File: src/tbc_map.vh
`ifndef TBC_MAP_VH
`define TBC_MAP_VH
// =====================================================
// Character types
`define TBC_TYPE_DATA      2'h0
`define TBC_TYPE_FILL      2'h1
`define TBC_TYPE_SPECIAL   2'h2
`define TBC_TYPE_SYNC      2'h3
// =====================================================
// Bonding select encodings
`define TBC_BOND_NONE      2'h0
`define TBC_BOND_DUAL      2'h1
`define TBC_BOND_QUAD      2'h2
// =====================================================
// Self-test sequence figures
`define TBC_BUILT_IN_SELFTEST_LEN       9'h1ff
`define TBC_SYNC_LEN       5'h10
`define TBC_LINEAR_FEEDBACK_SHIFTER_SEED      9'h1ff
// =====================================================
// Reset values
`define TBC_LATCH_RST      8'hff
`endif

File: src/tbc_chan.v
`timescale 1ns/100ps
`default_nettype none
module tbc_chan
(
  // Clock and reset
  input  wire       sys_clk_i,
  input  wire       rst_n_i,
  // Control
  input  wire       built_in_selftest_en_i,
  input  wire       built_in_selftest_sync_i,
  input  wire       sync_start_i,
  input  wire       atomic_i,
  input  wire [1:0] type_i,
  input  wire [7:0] data_i,
  input  wire [1:0] ctrl_i,
  // Output character
  output reg  [7:0] char_o,
  output reg  [1:0] type_o,
  output reg        built_in_selftest_act_o,
  output reg        sync_act_o
);
`include "tbc_map.vh"
  reg [8:0] linear_feedback_shifter_q;
  reg [8:0] bcnt_q;
  reg [4:0] scnt_q;
  reg       bpre_q;
  wire      sync_busy = (scnt_q != 5'h0);
  wire      char_end  = (scnt_q == 5'h1);
  // =====================================================
  // Self-test generator and word sync
  always @(posedge sys_clk_i or negedge rst_n_i)
  begin
    if (!rst_n_i)
    begin
      linear_feedback_shifter_q     <= `TBC_LINEAR_FEEDBACK_SHIFTER_SEED;
      bcnt_q     <= 9'h0;
      scnt_q     <= 5'h0;
      bpre_q     <= 1'b0;
      built_in_selftest_act_o <= 1'b0;
      sync_act_o <= 1'b0;
      char_o     <= 8'h0;
      type_o     <= `TBC_TYPE_DATA;
    end
    else
    begin
      // Enable taken only outside a word sync sequence, no partial sync output
      if (built_in_selftest_act_o != built_in_selftest_en_i && !sync_busy)
      begin
        built_in_selftest_act_o <= built_in_selftest_en_i;
        linear_feedback_shifter_q     <= `TBC_LINEAR_FEEDBACK_SHIFTER_SEED;
        bcnt_q     <= 9'h0;
        bpre_q     <= built_in_selftest_en_i & built_in_selftest_sync_i;
        // Neutral character, no stale host type leaks into self-test
        char_o     <= 8'h0;
        type_o     <= `TBC_TYPE_DATA;
      end
      else if (built_in_selftest_act_o)
      begin
        // Host inputs unused here
        if (bpre_q && scnt_q == 5'h0)
        begin
          scnt_q     <= `TBC_SYNC_LEN;
          type_o     <= `TBC_TYPE_SYNC;
          sync_act_o <= 1'b1;
          bpre_q     <= 1'b0;
        end
        else if (sync_busy)
        begin
          scnt_q     <= scnt_q - 5'h1;
          sync_act_o <= !char_end;
        end
        else
        begin
          linear_feedback_shifter_q <= {linear_feedback_shifter_q[7:0], linear_feedback_shifter_q[8] ^ linear_feedback_shifter_q[4]};
          char_o <= linear_feedback_shifter_q[7:0];
          type_o <= linear_feedback_shifter_q[8] ? `TBC_TYPE_SPECIAL : `TBC_TYPE_DATA;
          if (bcnt_q == `TBC_BUILT_IN_SELFTEST_LEN - 9'h1)
          begin
            bcnt_q <= 9'h0;
            linear_feedback_shifter_q <= `TBC_LINEAR_FEEDBACK_SHIFTER_SEED;
            bpre_q <= built_in_selftest_sync_i;
          end
          else
            bcnt_q <= bcnt_q + 9'h1;
        end
      end
      else if (sync_busy && atomic_i)
      begin
        // Atomic sequence ignores input registers
        scnt_q     <= scnt_q - 5'h1;
        sync_act_o <= !char_end;
        if (char_end && sync_start_i)
        begin
          scnt_q     <= `TBC_SYNC_LEN;
          sync_act_o <= 1'b1;
        end
      end
      else if (sync_busy && ctrl_i == 2'h0)
      begin
        scnt_q <= scnt_q - 5'h1;
        sync_act_o <= !char_end;
      end
      else
      begin
        char_o <= data_i;
        type_o <= type_i;
        if (sync_start_i)
        begin
          scnt_q     <= `TBC_SYNC_LEN;
          sync_act_o <= 1'b1;
        end
        else
        begin
          // Interrupted sequence is dropped, counter cleared to zero
          scnt_q     <= 5'h0;
          sync_act_o <= 1'b0;
        end
      end
    end
  end
endmodule
`default_nettype wire

File: src/tbc_top.v
`timescale 1ns/100ps
`default_nettype none
module tbc_top
#(
  parameter NCH = 4
)
(
  // Clock and reset
  input  wire             sys_clk_i,
  input  wire             rst_n_i,
  // Pins from outside the clock domain
  input  wire [7:0]       per_output_enable_bits_i,
  input  wire             selftest_latch_enable_i,
  input  wire             rx_clock_source_select_mid_i,
  input  wire             tx_operating_select_hi_low_i,
  input  wire             tx_atomic_sync_i,
  input  wire [1:0]       rx_bonding_select_i,
  // Host characters, same clock
  input  wire [NCH*8-1:0] tx_char_data_i,
  input  wire [NCH*2-1:0] tx_char_control_i,
  // Outputs
  output reg  [NCH*8-1:0] char_o,
  output reg  [NCH*2-1:0] type_o,
  output reg  [NCH-1:0]   built_in_selftest_act_o,
  output reg  [NCH-1:0]   sync_act_o,
  output reg  [7:0]       selftest_latch_o
);
`include "tbc_map.vh"
  // =====================================================
  // Pin synchronisers, three stages
  localparam SW = 14;
  wire [SW-1:0] pin_w = {per_output_enable_bits_i, selftest_latch_enable_i,
                         rx_clock_source_select_mid_i,
                         tx_operating_select_hi_low_i, tx_atomic_sync_i,
                         rx_bonding_select_i};
  reg  [SW-1:0] s1_q;
  reg  [SW-1:0] s2_q;
  reg  [SW-1:0] s3_q;
  reg  [SW-1:0] pin_q;
  always @(posedge sys_clk_i or negedge rst_n_i)
  begin
    if (!rst_n_i)
    begin
      s1_q  <= {SW{1'b0}};
      s2_q  <= {SW{1'b0}};
      s3_q  <= {SW{1'b0}};
      pin_q <= {SW{1'b0}};
    end
    else
    begin
      s1_q <= pin_w;
      s2_q <= s1_q;
      s3_q <= s2_q;
      // Change counts once stages two and three agree
      pin_q <= (~(s2_q ^ s3_q) & s3_q) | ((s2_q ^ s3_q) & pin_q);
    end
  end
  wire [7:0] boe_w    = pin_q[13:6];
  wire       le_w     = pin_q[5];
  wire       rxmid_w  = pin_q[4];
  wire       txlow_w  = pin_q[3];
  wire       atomic_w = pin_q[2];
  wire [1:0] bond_w   = pin_q[1:0];
  // =====================================================
  // Self-test enable latch
  reg [7:0] latch_q;
  always @(posedge sys_clk_i or negedge rst_n_i)
  begin
    if (!rst_n_i)
      latch_q <= `TBC_LATCH_RST;
    else if (le_w)
      latch_q <= boe_w;
    // Held while latch enable low, value at its fall kept
  end
  // =====================================================
  // Character type selection
  reg [NCH*2-1:0] ctype_w;
  reg [NCH-1:0]   start_w;
  wire [1:0] ca = tx_char_control_i[1:0];
  wire [1:0] cb = tx_char_control_i[3:2];
  wire [1:0] cc = tx_char_control_i[5:4];
  wire [1:0] cd = tx_char_control_i[7:6];
  integer i;
  always @*
  begin
    ctype_w = tx_char_control_i;
    start_w = {NCH{1'b0}};
    for (i = 0; i < NCH; i = i + 1)
      start_w[i] = (tx_char_control_i[2*i+:2] == `TBC_TYPE_SYNC);
    if (bond_w == `TBC_BOND_DUAL)
    begin
      ctype_w[1:0] = ca;
      ctype_w[3:2] = {cb[1], ca[0]};
      ctype_w[5:4] = cc;
      ctype_w[7:6] = {cd[1], cc[0]};
      start_w[0] = cb[0] | (ca == `TBC_TYPE_SYNC);
      start_w[1] = cb[0] | (cb[1] & ca[0]);
      start_w[2] = cd[0] | (cc == `TBC_TYPE_SYNC);
      start_w[3] = cd[0] | (cd[1] & cc[0]);
      if (cb[0])
      begin
        ctype_w[3:0] = {`TBC_TYPE_SYNC, `TBC_TYPE_SYNC};
      end
      if (cd[0])
      begin
        ctype_w[7:4] = {`TBC_TYPE_SYNC, `TBC_TYPE_SYNC};
      end
    end
    else if (bond_w == `TBC_BOND_QUAD)
    begin
      for (i = 0; i < NCH; i = i + 1)
      begin
        // C and D low bits never read here
        ctype_w[2*i+:2] = {tx_char_control_i[2*i+1], ca[0]};
        start_w[i] = cb[0] | (tx_char_control_i[2*i+1] & ca[0]);
        if (cb[0])
          ctype_w[2*i+:2] = `TBC_TYPE_SYNC;
      end
    end
  end
  // =====================================================
  // Channels
  wire bsync_w = !rxmid_w && !txlow_w;
  wire [NCH*8-1:0] ch_char_w;
  wire [NCH*2-1:0] ch_type_w;
  wire [NCH-1:0]   ch_built_in_selftest_w;
  wire [NCH-1:0]   ch_sync_w;
  genvar g;
  generate
    for (g = 0; g < NCH; g = g + 1)
    begin : g_ch
      tbc_chan u_chan
      (
        .sys_clk_i    (sys_clk_i),
        .rst_n_i      (rst_n_i),
        .built_in_selftest_en_i    (!latch_q[2*g+1]),
        .built_in_selftest_sync_i  (bsync_w),
        .sync_start_i (start_w[g]),
        .atomic_i     (atomic_w | (bond_w != `TBC_BOND_NONE)),
        .type_i       (ctype_w[2*g+:2]),
        .data_i       (tx_char_data_i[8*g+:8]),
        .ctrl_i       (tx_char_control_i[2*g+:2]),
        .char_o       (ch_char_w[8*g+:8]),
        .type_o       (ch_type_w[2*g+:2]),
        .built_in_selftest_act_o   (ch_built_in_selftest_w[g]),
        .sync_act_o   (ch_sync_w[g])
      );
    end
  endgenerate
  // =====================================================
  // Registered outputs
  always @(posedge sys_clk_i or negedge rst_n_i)
  begin
    if (!rst_n_i)
    begin
      char_o           <= {NCH*8{1'b0}};
      type_o           <= {NCH*2{1'b0}};
      built_in_selftest_act_o       <= {NCH{1'b0}};
      sync_act_o       <= {NCH{1'b0}};
      selftest_latch_o <= `TBC_LATCH_RST;
    end
    else
    begin
      char_o           <= ch_char_w;
      type_o           <= ch_type_w;
      built_in_selftest_act_o       <= ch_built_in_selftest_w;
      sync_act_o       <= ch_sync_w;
      selftest_latch_o <= latch_q;
    end
  end
endmodule
`default_nettype wire

File: config.mk
export PLATFORM = sky130hd
export DESIGN_NAME = tbc_top
export DESIGN_NICKNAME = d
export VERILOG_FILES = /design/src/tbc_chan.v /design/src/tbc_top.v
export VERILOG_INCLUDE_DIRS = /design/src
export SDC_FILE = /design/constraint.sdc
export NUM_CORES = 1
export LEC_CHECK = 0
export CORE_ASPECT_RATIO = 1.1
export CORE_UTILIZATION = 40
export CTS_BUF_LIST = sky130_fd_sc_hd__clkbuf_8
export CTS_CLUSTER_SIZE = 30
export DETAILED_ROUTE_END_ITERATION = 10
export DONT_BUFFER_PORTS = 1
export PLACE_DENSITY = 0.56
export SYNTH_ARGS = -nofsm -noshare
export SYNTH_HDL_FRONTEND = slang
export SYNTH_SLANG_ARGS = --single-unit
File: constraint.sdc
create_clock -name sys_clk_i -period 2.1 [get_ports sys_clk_i]
set_clock_uncertainty 0.05 [all_clocks]
set_input_delay 0.21 -clock sys_clk_i [delete_from_list [all_inputs] [get_ports sys_clk_i]]
set_output_delay 0.21 -clock sys_clk_i [all_outputs]
set_load 0.05 [all_outputs]
---- Word-level counts from Yosys, hierarchy flattened ----
Index checks and enable logic that the tools add are counted.
operators by class
  reductions and logical operators ........ 76
  mux-type cells .......................... 178
  add/subtract/negate cells ............... 8
  equal/unequal tests ..................... 54
  bitwise logic cells ..................... 30
operators by type and width
  cell                                                                      number
  9-bit two-way mux                                                         40
  8-bit two-way mux                                                         26
  5-bit two-way mux                                                         28
  2-bit two-way mux                                                         32
  1-bit two-way mux                                                         48
  3-bit inequality test (second input constant)                             16
  9-bit by 1-bit adder with 9-bit output (second input constant)            4
  9-bit equality test (second input constant)                               4
  3-bit AND reduction                                                       12
  14-bit AND                                                                2
  3-bit by 1-bit inequality test with 1-bit output (second input constant)  8
  1-bit logical AND                                                         21
  5-bit by 1-bit equality test with 1-bit output (second input constant)    4
  5-bit logical NOT                                                         4
  5-bit nonzero test                                                        4
  5-bit by 1-bit subtractor with 5-bit output (second input constant)       4
  4-bit two-way mux                                                         4
  4-bit inequality test (second input constant)                             4
  4-bit AND reduction                                                       4
  1-bit logical NOT                                                         14
  14-bit NOT                                                                1
  14-bit OR                                                                 1
  14-bit XOR                                                                1
  3-bit nonzero test                                                        4
  12 further kinds                                                          56
word-level totals
  word-level logic and storage cells ...... 388
  flip-flop bits (word level) ............. 264
  output and inout port bits .............. 56

---- Depth between registers and ports, before layout ----
Gate-level depths: netlist of run 1.
  depth in word-level cells ............... 8
  gate-level depth with buffers ........... 9
  mapped depth without buffers ............ 7

---- Hierarchy ----
A second synthesis of run 1 with hierarchy kept.
second synthesis, totals
  cell total of the unflattened synthesis .. 921
  area, all modules ....................... 11034.3 um^2
by module, submodules not included
  module                          area an instance (um^2)  seq. area each (um^2)  times used  cells an instance
  tbc_chan at g_ch[0].u_chan ...  1879.3                   912.1                  3           184
  tbc_top                         3445.8                   3022.9                 1           182
  tbc_chan at g_ch[3].u_chan      1950.6                   912.1                  1           187

---- Worst setup path after synthesis of run 1 ----
No wires, ideal clock.
  path kind ............................... register to register
  from .................................... register g_ch[3].u_chan.scnt_q[0]
  to ...................................... register g_ch[3].u_chan.bcnt_q[3]
  arrival ................................. 1.945 ns
  period minus slack after synthesis ...... 2.133 ns
  data required time ...................... 1.911 ns
  path slack .............................. -0.033 ns
  cell stages (with the launch flop) ...... 10
  library setup time ...................... 0.139 ns
  cells stage by stage .................... dfrtp_1 inv_1 ha_1 or4b_1 buf_2 a211oi_4 buf_6 nand4_1 xor2_1 nor2_1
between the ends
  longest elaborated chain between the ends .. 5
  elaborated cells between the ends (all ways) .. 10
  those cells by class .................... eq/ne (2); mux (1); reduce/logical (7)
RTL lines
  item                                                     RTL line       source
  start, declared                                          tbc_chan.v:25  reg [4:0] scnt_q;
  start signal, assigned                                   tbc_chan.v:62  scnt_q <= `TBC_SYNC_LEN;
  start signal, assigned                                   tbc_chan.v:69  scnt_q <= scnt_q - 5'h1;
  start signal, assigned                                   tbc_chan.v:90  scnt_q <= scnt_q - 5'h1;
  5-bit nonzero test                                       tbc_chan.v:27  wire sync_busy = (scnt_q != 5'h0);
  1-bit logical NOT                                        tbc_chan.v:47  if (built_in_selftest_act_o != built_in_selftest_en_i && !sync_busy)
  1-bit logical AND                                        tbc_chan.v:47
  2-bit inequality test (no line) (tied with other cells)  -
  3-bit AND reduction (no line)                            -
  end signal, assigned                                     tbc_chan.v:84  bcnt_q <= bcnt_q + 9'h1;
  end, declared                                            tbc_chan.v:24  reg [8:0] bcnt_q;
Parallel ways exist; a longest one is shown, timed or not.
A chain may end at the register's enable or synchronous reset.

---- Worst setup path in the final report of run 1 ----
  from .................................... register g_ch[3].u_chan.scnt_q[0]
  to ...................................... register g_ch[3].u_chan.bcnt_q[7]
Same word-level chain as after synthesis.

==> metrics.md, run 1 <==
| Metric | Value |
|---|---|
| 1st-iter DRT viols | `between 400 and 500` |
| Post-synthesis register bit count | `around 260` |
| Max_cap viols | `0` |
| GP Congestion | `roughly 0.79` |
| Tcrit/Tclk final | `between 90% and 100%` |
| DR DRC count | `0` |
| Crit Reg-Reg Endpoint | `g_ch[3].u_chan.bcnt_q[7]` |
| Num rows | `a little over 60` |
| # hold bufs at CTS | `56` |
| Vias | `roughly 7400` |
| Min Hold Slack | `-0.688 ns` |
| Drt total wl | `roughly 22000 µm` |
| Top-count cell post-synth | `dfrtp_1` |
| Syn avg cell area | `roughly 12 µm²` |
| Failing checks | `hold timing` |
| CP required | `2.48 ns` |
| Buf/Inv on CP | `2` |
| Synth Cell Area | `0.0108 mm²` |
| Worst r2r src | `g_ch[3].u_chan.scnt_q[0]` |
| Async set or reset register ratio after synthesis | `100%` |
| Sequential Power Share | `51.1%` |
| R2R depth | `8` |
| Clock slew at reported path FFs | `roughly 0.060 ns` |
| Starting Density | `41.0%` |
| Slew margin rel. | `approximately 57%` |
| Lkg Pwr | `slightly below 6 nW` |
| Final Non-Filler Cells | `around 1500` |
| Total power | `approximately 19 mW` |
| Die Span X | `159 µm` |
| Hpwl dp | `between 10000 and 15000 µm` |
| Crit-path cells | `inv_2 -> ha_4 -> or4b_4 -> a211oi_4 -> buf_12 -> nand4_1 -> xor2_1 -> nor2_1` |
| Vias per cell | `between 5 and 6` |
| Area contributors post-synth | `dfrtp_1 (49%), dfstp_2 (13%), nand2_1 (3.3%)` |
| Clock power share | `between 20% and 30%` |
| Worst setup slack after layout | `0.0360 ns` |
| CTS Buffer Depth | `3` |
| First-pass GRT wire length | `roughly 38000 µm` |
| Largest net degree at the start of global routing | `around 270` |
| Max Freq | `about 480 MHz` |
| Area leader, netlist | `dfrtp_1` |
| Worst Hold Class | `in -> async` |
| Ys flop type | `dfrtp_1` |
| Clk Latency, worst-skew pair | `between 0.5 and 0.6 ns` |
| Worst-margin pin slew | `approximately 0.65 ns` |
| Clk sinks | `around 260` |
| Die ar. | `roughly 0.028 mm²` |
| Multi-input logic area | `between 0.004 and 0.005 mm²` |
| Switch share | `36.6%` |
| Sequential share of the synthesized area | `between 60% and 70%` |
| Fin area | `~0.013 mm²` |
| Synth Instances | `924` |
| Placed insts | `1311` |
| Slew Limit Fails | `0` |
| R2R setup slack | `roughly 0.036 ns` |
| Setup TNS Final | `0 ns` |
| Setup WS pre-CTS | `-0.117 ns` |
| Tot GR Track Use | `around 17%` |
| Synth top area share | `between 40% and 50%` |
| Placeable Area | `0.0264 mm²` |
| DRT Pass-1 Iters | `6` |
| Post-synth EDFFs | `0` |
| Minimum clock period | `slightly above 2 ns` |
| Final Setup Violations | `0` |
| ANT nets after route | `0` |
| I/O Buffers | `0` |
| Yosys Warn Count | `0` |
| Diode count | `0` |
| Type of the worst setup path | `reg -> reg` |
| Die Y | `174 µm` |
| Psw | `between 6 and 7 mW` |
| Final hold vios | `264` |
| Pwr/cell area | `about 1400 mW/mm²` |
| Clock tree from TritonCTS | `yes` |
| CTS H-Tree Depth | `2` |
| Ratio of cells with drive above 1 in the final layout | `about 23%` |
| DP Area | `~0.012 mm²` |
| Final Net Count | `~1100` |
| CTS buffer count | `45` |
| Worst setup EP type | `flop` |
| CP arrival | `between 2 and 2.5 ns` |
| Area growth from synthesis to layout | `23.5%` |
| Max rail drop VDD | `0.761 mV` |
| Startpoint types | `flop` |
| Filler instances | `~2400` |
| WL/cell | `approximately 15 µm` |
| Distinct cells, synth | `65` |
| Delay-heaviest family, CP | `simple AND/OR/NAND/NOR gates` |
| Commonest cells in the netlist | `dfrtp_1 (212), nand2_1 (94), nor2_1 (84)` |
| CP max stage cell | `or4b_4` |
| Pint | `12.1 mW` |
| Max incr delay on CP | `slightly above 0.5 ns` |
| Root buffer cell | `clkbuf_8` |
| Seq. cell area | `0.00667 mm²` |
| Run status | `finished, violations left` |
| Logic pwr share | `around 23%` |
| GR Overflow Total | `0` |
| Initial antenna violation count | `0` |
| Syn nets | `1000` |
| Crit Path Max Fanout | `8` |
| RSZ-0062 raised after global routing | `true` |
| I/O Pins | `112` |
| Vias in the first global route | `approximately 7400` |
[routing by layer]
layer	GRT usage, %	routed length, µm
met2	25.7	10000
met4	6.27	441
met1	23.5	10600
met3	3.67	1210
met5	0	0
[how the worst max path moves through the flow]
stage | from | end | slack, ns | cells after the start
2_1_floorplan | g_ch[3].u_chan.scnt_q[0] | g_ch[3].u_chan.bcnt_q[3] | 0.02 | 9
3_3_place_gp | g_ch[3].u_chan.scnt_q[1] | g_ch[3].u_chan.char_o[7] | -0.15 | 7
3_5_place_dp | g_ch[3].u_chan.scnt_q[1] | g_ch[3].u_chan.char_o[2] | -0.12 | 7
4_1_cts | g_ch[3].u_chan.scnt_q[0] | g_ch[3].u_chan.char_o[2] | 0.0006 | 8
5_1_grt | g_ch[3].u_chan.scnt_q[1] | g_ch[3].u_chan.bcnt_q[5] | -0.09 | 8
6_report | g_ch[3].u_chan.scnt_q[0] | g_ch[3].u_chan.bcnt_q[7] | 0.04 | 8
[power by group through the flow]
stage / clock [mW] / sequential [mW] / combinational, mW
final: 4.99 / 9.72 / 4.31
after CTS: 5.18 / 9.73 / 4.22
after detailed placement: 0 / 9.79 / 4.07
after global routing: 5.40 / 9.96 / 4.91
after floorplan: 0 / 9.39 / 3.07
after global placement: 0 / 9.77 / 4.00
[cell type report]
class | count | share of cell area [%]
clock buffers | 57 | 5.87
flip-flops and latches | 264 | 49.9
inverters | 27 | 0.759
well taps | 352 | 3.30
clock inverters | 27 | 1.62
multi-input cells | 601 | 30.3
repair buffers | 123 | 8.20
[registers in the layout (all words and copies together), names as in the netlist, named ones only]
register,flops
latch_q,8
g_ch.u_chan.type_o,8
built_in_selftest_act_o,4
g_ch.u_chan.linear_feedback_shifter_q,36
g_ch.u_chan.bpre_q,4
g_ch.u_chan.bcnt_q,36
s2_q,14
s3_q,14
char_o,32
type_o,8
g_ch.u_chan.char_o,32
sync_act_o,4
g_ch.u_chan.built_in_selftest_act_o,4
s1_q,14
selftest_latch_o,8
g_ch.u_chan.scnt_q,20
g_ch.u_chan.sync_act_o,4
[logic make-up after synthesis]
| group | Yosys count | synth area share (%) |
|---|---|---|
| buf+inv | 59 | 2.30 |
| compound gates | 194 | 12.2 |
| xor+xnor | 35 | 2.83 |
| mux | 37 | 3.61 |
| fa+ha+maj | 34 | 3.61 |
| flops | 264 | 61.7 |
| simple gates | 301 | 13.8 |
[metrics by stage]
step,utilization [%],hold slack [ns]
floorplan,-,-0.136
global placement,44.1,-0.129
detailed placement,44.1,-0.127
CTS,50.2,-0.730
global route,50.7,-0.727
finish,50.7,-0.688
[worst reg2reg max path: stages (launching register included)]
cell      delay, ns
dfrtp_1        0.38
inv_2          0.08
ha_4           0.13
or4b_4         0.51
a211oi_4       0.31
buf_12         0.16
nand4_1        0.12
xor2_1         0.16
nor2_1         0.05
[repair_timing]
item	in CTS	in global routing
pin swaps	1	6
endpoints found under the setup margin	62	68
gates resized for setup	12	32
endpoints found under the hold margin	322	264
buffers inserted	0	1
[cells in the final DEF (no fill, tap or decap), drive strengths merged, types with 4 or more instances in the layout]
| cell | n |
|---|---|
| a21oi | 29 |
| a22oi | 18 |
| a31oi | 7 |
| and2 | 4 |
| and3 | 7 |
| buf | 67 |
| bufinv | 4 |
| clkbuf | 57 |
| clkinv | 5 |
| dfrtp | 212 |
| dfstp | 52 |
| dlygate4sd3 | 56 |
| ha | 20 |
| inv | 44 |
| maj3 | 14 |
| mux2 | 16 |
| mux2i | 21 |
| nand2 | 94 |
| nand2b | 6 |
| nand3 | 29 |
| nand3b | 6 |
| nand4 | 18 |
| nor2 | 84 |
| nor3 | 18 |
| nor4b | 4 |
| o211ai | 6 |
| o21a | 4 |
| o21ai | 55 |
| o22a | 28 |
| o22ai | 6 |
| o31ai | 13 |
| or3 | 10 |
| or4b | 5 |
| xnor2 | 5 |
| xor2 | 30 |
Note: power is estimated with default switching activity, not from simulation.
==> inputs of run 2 (changes only) <==
- CELL_PAD_IN_SITES_DETAIL_PLACEMENT: default -> 0
- CELL_PAD_IN_SITES_GLOBAL_PLACEMENT: default -> 1
- PLACE_DENSITY: 0.56 -> 0.67
==> run 2 against run 1 <==
  * The run still ends with hold timing left
  * Sequential power barely moved
  * Global-route usage is 0.34 points higher
  * Non-clock buffer count is 12 higher
  * Critical path type unchanged
  * Highest routed layer unchanged
==> metrics.md, run 2 (same netlist as run 1, synthesis figures left out) <==
| Metric | Value |
|---|---|
| Run status | `finished, violations left (unchanged)` |
| Failing checks | `hold timing (unchanged)` |
| Largest net degree at the start of global routing | `265 (unchanged)` |
| Initial antenna violation count | `0 (unchanged)` |
| Crit Reg-Reg Endpoint | `g_ch[2].u_chan.bcnt_q[6] (was g_ch[3].u_chan.bcnt_q[7])` |
| CTS H-Tree Depth | `2 (unchanged)` |
| Slew Limit Fails | `0 (unchanged)` |
| DP Area | `0.0117 mm² (was 0.0116 mm²)` |
| ANT nets after route | `0 (unchanged)` |
| Clk sinks | `264 (unchanged)` |
| Vias per cell | `5.09 (was 5.08)` |
| Max Freq | `482 MHz (was 484 MHz)` |
| Diode count | `0 (unchanged)` |
| Vias in the first global route | `7614 (was 7449)` |
| Placed insts | `1315 (was 1311)` |
| Clock slew at reported path FFs | `0.06 ns (about the same)` |
| Setup TNS Final | `0 ns (unchanged)` |
| Crit Path Max Fanout | `5 (was 8)` |
| I/O Pins | `112 (unchanged)` |
| Final Net Count | `1151 (was 1138)` |
| Root buffer cell | `clkbuf_8 (unchanged)` |
| CTS buffer count | `46 (was 45)` |
| WL/cell | `15.7 µm (was 15.4 µm)` |
| 1st-iter DRT viols | `395 (was 466)` |
| Minimum clock period | `2.07 ns (was 2.06 ns)` |
| Most common cell after layout, fill and taps aside | `dfrtp_1 (unchanged)` |
| Die Span X | `159 µm (unchanged)` |
| CP required | `2.52 ns (was 2.48 ns)` |
| Slew margin rel. | `55.1% (was 56.9%)` |
| Die ar. | `0.0277 mm² (unchanged)` |
| Worst-margin pin slew | `0.673 ns (was 0.646 ns)` |
| Crit-path cells | `inv_2 -> ha_4 -> or4b_4 -> buf_6 -> a21oi_4 -> nand2_2 -> or3_1 -> a21oi_2 (was inv_2 -> ha_4 -> or4b_4 -> a211oi_4 -> buf_12 -> nand4_1 -> xor2_1 -> nor2_1)` |
| Max rail drop VDD | `0.655 mV (was 0.761 mV)` |
| Drt total wl | `22900 µm (was 22300 µm)` |
| R2R setup slack | `0.03 ns (was 0.04 ns)` |
| Final hold vios | `264 (unchanged)` |
| Ratio of cells with drive above 1 in the final layout | `24.3% (was 22.7%)` |
| GR Overflow Total | `0 (unchanged)` |
| GP Congestion | `0.791 (was 0.790)` |
| Pwr/cell area | `1420 mW/mm² (about the same)` |
| Area growth from synthesis to layout | `24.8% (was 23.5%)` |
| Clk Latency, worst-skew pair | `0.55 ns (about the same)` |
| Tot GR Track Use | `17.2% (was 16.9%)` |
| Largest regs | `g_ch.u_chan.bcnt_q: 36 flops, g_ch.u_chan.linear_feedback_shifter_q: 36 flops (unchanged)` |
| Most frequent cells in the layout | `dfrtp_1 (212), nand2_1 (93), nor2_1 (75) (was dfrtp_1 (212), nand2_1 (94), nor2_1 (76))` |
| Die Y | `174 µm (unchanged)` |
| Worst Hold Class | `in -> async (unchanged)` |
| First-pass GRT wire length | `39000 µm (was 38400 µm)` |
| Final Non-Filler Cells | `1465 (was 1451)` |
| CTS Buffer Depth | `3 (unchanged)` |
| Lkg Pwr | `6.02 nW (was 5.94 nW)` |
| RSZ-0062 raised after global routing | `true (unchanged)` |
| Num rows | `62 (unchanged)` |
| Hpwl dp | `14500 µm (was 13800 µm)` |
| Worst r2r src | `g_ch[2].u_chan.scnt_q[0] (was g_ch[3].u_chan.scnt_q[0])` |
| Max_cap viols | `0 (unchanged)` |
| Min Hold Slack | `-0.683 ns (was -0.688 ns)` |
| Clock tree from TritonCTS | `yes (unchanged)` |
| Tcrit/Tclk final | `98.7% (was 98.3%)` |
| DRT Pass-1 Iters | `5 (was 6)` |
| Max incr delay on CP | `0.50 ns (was 0.51 ns)` |
| Worst setup EP type | `flop (unchanged)` |
| DR DRC count | `0 (unchanged)` |
| # hold bufs at CTS | `56 (unchanged)` |
| CP arrival | `2.49 ns (was 2.45 ns)` |
| CP max stage cell | `or4b_4 (unchanged)` |
| Placeable Area | `0.0264 mm² (unchanged)` |
| R2R depth | `8 (unchanged)` |
| I/O Buffers | `0 (unchanged)` |
| Fin area | `0.0135 mm² (was 0.0134 mm²)` |
| Type of the worst setup path | `reg -> reg (unchanged)` |
| Startpoint types | `flop (unchanged)` |
| Final Setup Violations | `0 (unchanged)` |
| Vias | `7450 (was 7365)` |
| Starting Density | `41.0% (unchanged)` |
run 2: cell count changes in the layout (fill, tap and decap cells not counted), sizes merged:
| cell | change |
|---|---|
| buf | +12 |
| inv | -2 |
| clkinvlp | -1 |
| bufinv | -1 |
| clkbuf | +2 |
| clkinv | +4 |
run 2: through the flow:
step / power [mW] / setup WS [ns] / util [%]
3_5_place_dp: 13.9 / -0.0797 / 44.2
4_1_cts: 19.1 / 0.00615 / 50.2
3_3_place_gp: 13.8 / -0.0264 / 44.2
5_1_grt: 20.5 / -0.0467 / 51.2
6_report: 19.2 / 0.0274 / 51.2
2_1_floorplan: 12.5 / 0.0186 / -
run 2: area by class of cell:
cell class / count / area (µm²)
timing repair buffer: 135 / 1190
tap: 352 / 440
clock buffer: 59 / 812
inverter: 27 / 101
clock inverter: 27 / 195
sequential: 264 / 6670
fill: 2394 / 12900
multi-input combinational: 601 / 4090
run 2: what timing repair did:
item	in CTS	in global routing
cloned	0	0
setup endpoints to repair	42	100
resized for setup	7	48
setup buffers	0	9
hold endpoints to repair	321	264
pin swaps	0	5
run 2: layer usage:
metal / vias up / part of all wire, % / track usage, %
met5: - / 0 / 0
met4: 0 / 1.7 / 5.42
met3: 31 / 4.3 / 3.70
met2: 143 / 48 / 28.0
met1: 3659 / 46 / 22.9
li1: 3617 / - / -
run 2: where the power goes:
part | total (mW) | switching, mW | leakage, nW | internal (mW)
Sequential | 9.72 | 2.81 | 3.11 | 6.91
Combinational | 4.52 | 2.18 | 2.33 | 2.34
Clock | 4.97 | 2.07 | 0.582 | 2.90
run 2: how the worst max path moves through the flow:
stage               cells after the start                     start                  endpoint  slack, ns
floorplan                               9  g_ch[3].u_chan.scnt_q[0]  g_ch[3].u_chan.bcnt_q[3]       0.02
global placement                        8  g_ch[2].u_chan.scnt_q[0]  g_ch[2].u_chan.scnt_q[1]      -0.03
detailed placement                      7  g_ch[1].u_chan.scnt_q[0]  g_ch[1].u_chan.char_o[5]      -0.08
CTS                                     8  g_ch[2].u_chan.scnt_q[0]  g_ch[2].u_chan.bcnt_q[6]      0.006
global route                            8  g_ch[3].u_chan.scnt_q[1]  g_ch[3].u_chan.bcnt_q[4]      -0.05
finish                                  8  g_ch[2].u_chan.scnt_q[0]  g_ch[2].u_chan.bcnt_q[6]       0.03
run 2: critical path: cells and delay by family, from the launching register on:
kind / cells / cell delay, ns
flops: 1 / 0.38
fa+ha+maj: 1 / 0.13
compound gates: 2 / 0.32
simple gates: 3 / 0.90
buf+inv: 2 / 0.22
==> inputs of run 3 (changes only) <==
- CORE_MARGIN: default -> 5
- RECOVER_POWER: default -> 100
==> run 3 against run 2 <==
  * The flow still finishes with violations (hold timing)
  * First-iteration DRC count down 8.4%
  * Critical path depth unchanged
  * Clock power up 4.4%
  * Final cell count unchanged
  * Register-to-register slack better by 0.04 ns
  * Sequential power down 0.4%
  * Sequential cell count unchanged
  * Worst setup slack better by 0.036 ns
  * Sequential share of layout area about the same
  * Design area about the same
  * Core utilization down 0.82 points
  * Combinational power up 0.9%
==> metrics.md, run 3 (same netlist as run 1, synthesis figures left out) <==
| Metric | Value |
|---|---|
| Run status | `finished, violations left (unchanged)` |
| Failing checks | `hold timing (unchanged)` |
| Final hold vios | `264 (unchanged)` |
| Vias | `7383 (was 7450)` |
| Pwr/cell area | `1440 mW/mm² (was 1420 mW/mm²)` |
| CTS H-Tree Depth | `2 (unchanged)` |
| Max Freq | `491 MHz (was 482 MHz)` |
| 1st-iter DRT viols | `362 (was 395)` |
| # hold bufs at CTS | `55 (was 56)` |
| Lkg Pwr | `5.99 nW (was 6.02 nW)` |
| Hpwl dp | `15200 µm (was 14500 µm)` |
| Clock slew at reported path FFs | `0.07 ns (was 0.06 ns)` |
| CTS buffer count | `44 (was 46)` |
| RSZ-0062 raised after global routing | `true (unchanged)` |
| CP required | `2.52 ns (about the same)` |
| Largest regs | `g_ch.u_chan.bcnt_q: 36 flops, g_ch.u_chan.linear_feedback_shifter_q: 36 flops (unchanged)` |
| Final Setup Violations | `0 (unchanged)` |
| WL/cell | `16.1 µm (was 15.7 µm)` |
| Min Hold Slack | `-0.684 ns (was -0.683 ns)` |
| Tcrit/Tclk final | `97.0% (was 98.7%)` |
| Diode count | `0 (unchanged)` |
| Initial antenna violation count | `0 (unchanged)` |
| Slew Limit Fails | `0 (unchanged)` |
| Drt total wl | `23600 µm (was 22900 µm)` |
| Vias in the first global route | `7723 (was 7614)` |
| Slew margin rel. | `54.3% (was 55.1%)` |
| Largest net degree at the start of global routing | `265 (unchanged)` |
| Die Y | `182 µm (was 174 µm)` |
| Root buffer cell | `clkbuf_8 (unchanged)` |
| Most common cell after layout, fill and taps aside | `dfrtp_1 (unchanged)` |
| Clk Latency, worst-skew pair | `0.54 ns (was 0.55 ns)` |
| Startpoint types | `flop (unchanged)` |
| Die Span X | `167 µm (was 159 µm)` |
| I/O Pins | `112 (unchanged)` |
| Finished Core Util | `50.4% (was 51.2%)` |
| Placeable Area | `0.0268 mm² (was 0.0264 mm²)` |
| Type of the worst setup path | `reg -> reg (unchanged)` |
| First-pass GRT wire length | `39600 µm (was 39000 µm)` |
| GR Overflow Total | `0 (unchanged)` |
| Die ar. | `0.0304 mm² (was 0.0277 mm²)` |
| ANT nets after route | `0 (unchanged)` |
| GP Congestion | `0.790 (was 0.791)` |
| Worst setup EP type | `flop (unchanged)` |
| DRT Pass-1 Iters | `5 (unchanged)` |
| CTS Buffer Depth | `3 (unchanged)` |
| Max rail drop VDD | `0.878 mV (was 0.655 mV)` |
| Setup TNS Final | `0 ns (unchanged)` |
| Crit Path Max Fanout | `8 (was 5)` |
| Minimum clock period | `2.04 ns (was 2.07 ns)` |
| Final Net Count | `1148 (was 1151)` |
| Most frequent cells in the layout | `dfrtp_1 (212), nand2_1 (94), buf_4 (76) (was dfrtp_1 (212), nand2_1 (93), nor2_1 (75))` |
| Clock tree from TritonCTS | `yes (unchanged)` |
| CP arrival | `2.46 ns (was 2.49 ns)` |
| Starting Density | `40.4% (was 41.0%)` |
| Worst Hold Class | `in -> async (unchanged)` |
| Max_cap viols | `0 (unchanged)` |
| Vias per cell | `5.04 (was 5.09)` |
| Num rows | `63 (was 62)` |
| DR DRC count | `0 (unchanged)` |
| I/O Buffers | `0 (unchanged)` |
| Area growth from synthesis to layout | `24.8% (about the same)` |
| Ratio of cells with drive above 1 in the final layout | `24.1% (was 24.3%)` |
| Worst-margin pin slew | `0.685 ns (was 0.673 ns)` |
| Tot GR Track Use | `15.4% (was 17.2%)` |
| Filler instances | `2440 (was 2394)` |
| Clk sinks | `264 (unchanged)` |
==> run 3: changes by cell type in the layout (fill, tap and decap cells not counted), moves of 4 or more <==
cell | before | now
buf_6 | 6 | 0
buf_4 | 72 | 76
dfstp_2 | 52 | 48
o21ai_0 | 52 | 46
dfstp_1 | 0 | 4
o21ai_1 | 3 | 7
inv_1 | 38 | 32
==> run 3: layout make-up <==
class / instances / area [µm²] / share of cell area, %
clock buffer: 58 / 798 / 5.92
clock inverter: 24 / 240 / 1.78
inverter: 27 / 101 / 0.751
multi-input combinational: 602 / 4080 / 30.2
sequential: 264 / 6670 / 49.4
tap: 357 / 447 / 3.31
timing repair buffer: 133 / 1160 / 8.60
==> run 3: worst paths after layout <==
check	endpoint	slack (ns)	start	cells after the start
worst max-delay path	g_ch[3].u_chan.bcnt_q[5]	0.06	g_ch[3].u_chan.scnt_q[0]	8
min in group sys_clk_i	g_ch[1].u_chan.type_o[1]	0.04	tx_char_control_i[3]	3
worst min-delay path	char_o[29]	-0.68	rst_n_i	0
worst max register to register	g_ch[3].u_chan.bcnt_q[5]	0.06	g_ch[3].u_chan.scnt_q[0]	8
max in group asynchronous	s1_q[9]	2.14	rst_n_i	0
worst min register to register	s2_q[9]	0.28	s1_q[9]	0
==> run 3: what timing repair did <==
action,in CTS,in global routing
buffers inserted,1,3
pin swaps,0,5
setup endpoints to repair,72,80
cloned,0,1
endpoints found under the hold margin,320,264
resized for setup,11,40
==> run 3: through the flow <==
| stage | cell area, µm² | hold WS (ns) | setup slack, ns | std cells | power (mW) |
|---|---|---|---|---|---|
| after floorplan | 10800 | -0.136 | 0.0186 | 924 | 12.5 |
| after global routing | 13500 | -0.739 | -0.0253 | 1465 | 20.7 |
| final | 13500 | -0.684 | 0.0637 | 1465 | 19.4 |
| after detailed placement | 11700 | -0.127 | -0.148 | 1324 | 14.0 |
| after global placement | 11700 | -0.126 | -0.148 | 1324 | 13.9 |
| after CTS | 13300 | -0.744 | 0.00406 | 1461 | 19.5 |
==> run 3: power breakdown <==
part	leakage [nW]	switching (mW)	internal, mW	total [mW]
clock network	0.572	2.09	3.11	5.19
logic	2.31	2.24	2.33	4.56
registers	3.11	2.77	6.90	9.68
total	5.99	7.09	12.3	19.4
==> run 3: per-layer routing <==
layer	track usage [%]	wire (µm)	vias to the layer above
met4	4.94	567	0
met3	3.90	1130	44
li1	-	-	3593
met1	20.4	10500	3612
met5	0	0	-
met2	25.1	11400	134
==> run 3: critical path, cell delays in order (launching register included) <==
cell,delay (ns)
dfrtp_1,0.38
inv_2,0.08
ha_4,0.13
or4b_4,0.51
a211oi_4,0.25
buf_12,0.15
nand4_1,0.12
xor2_1,0.18
nor2_1,0.10
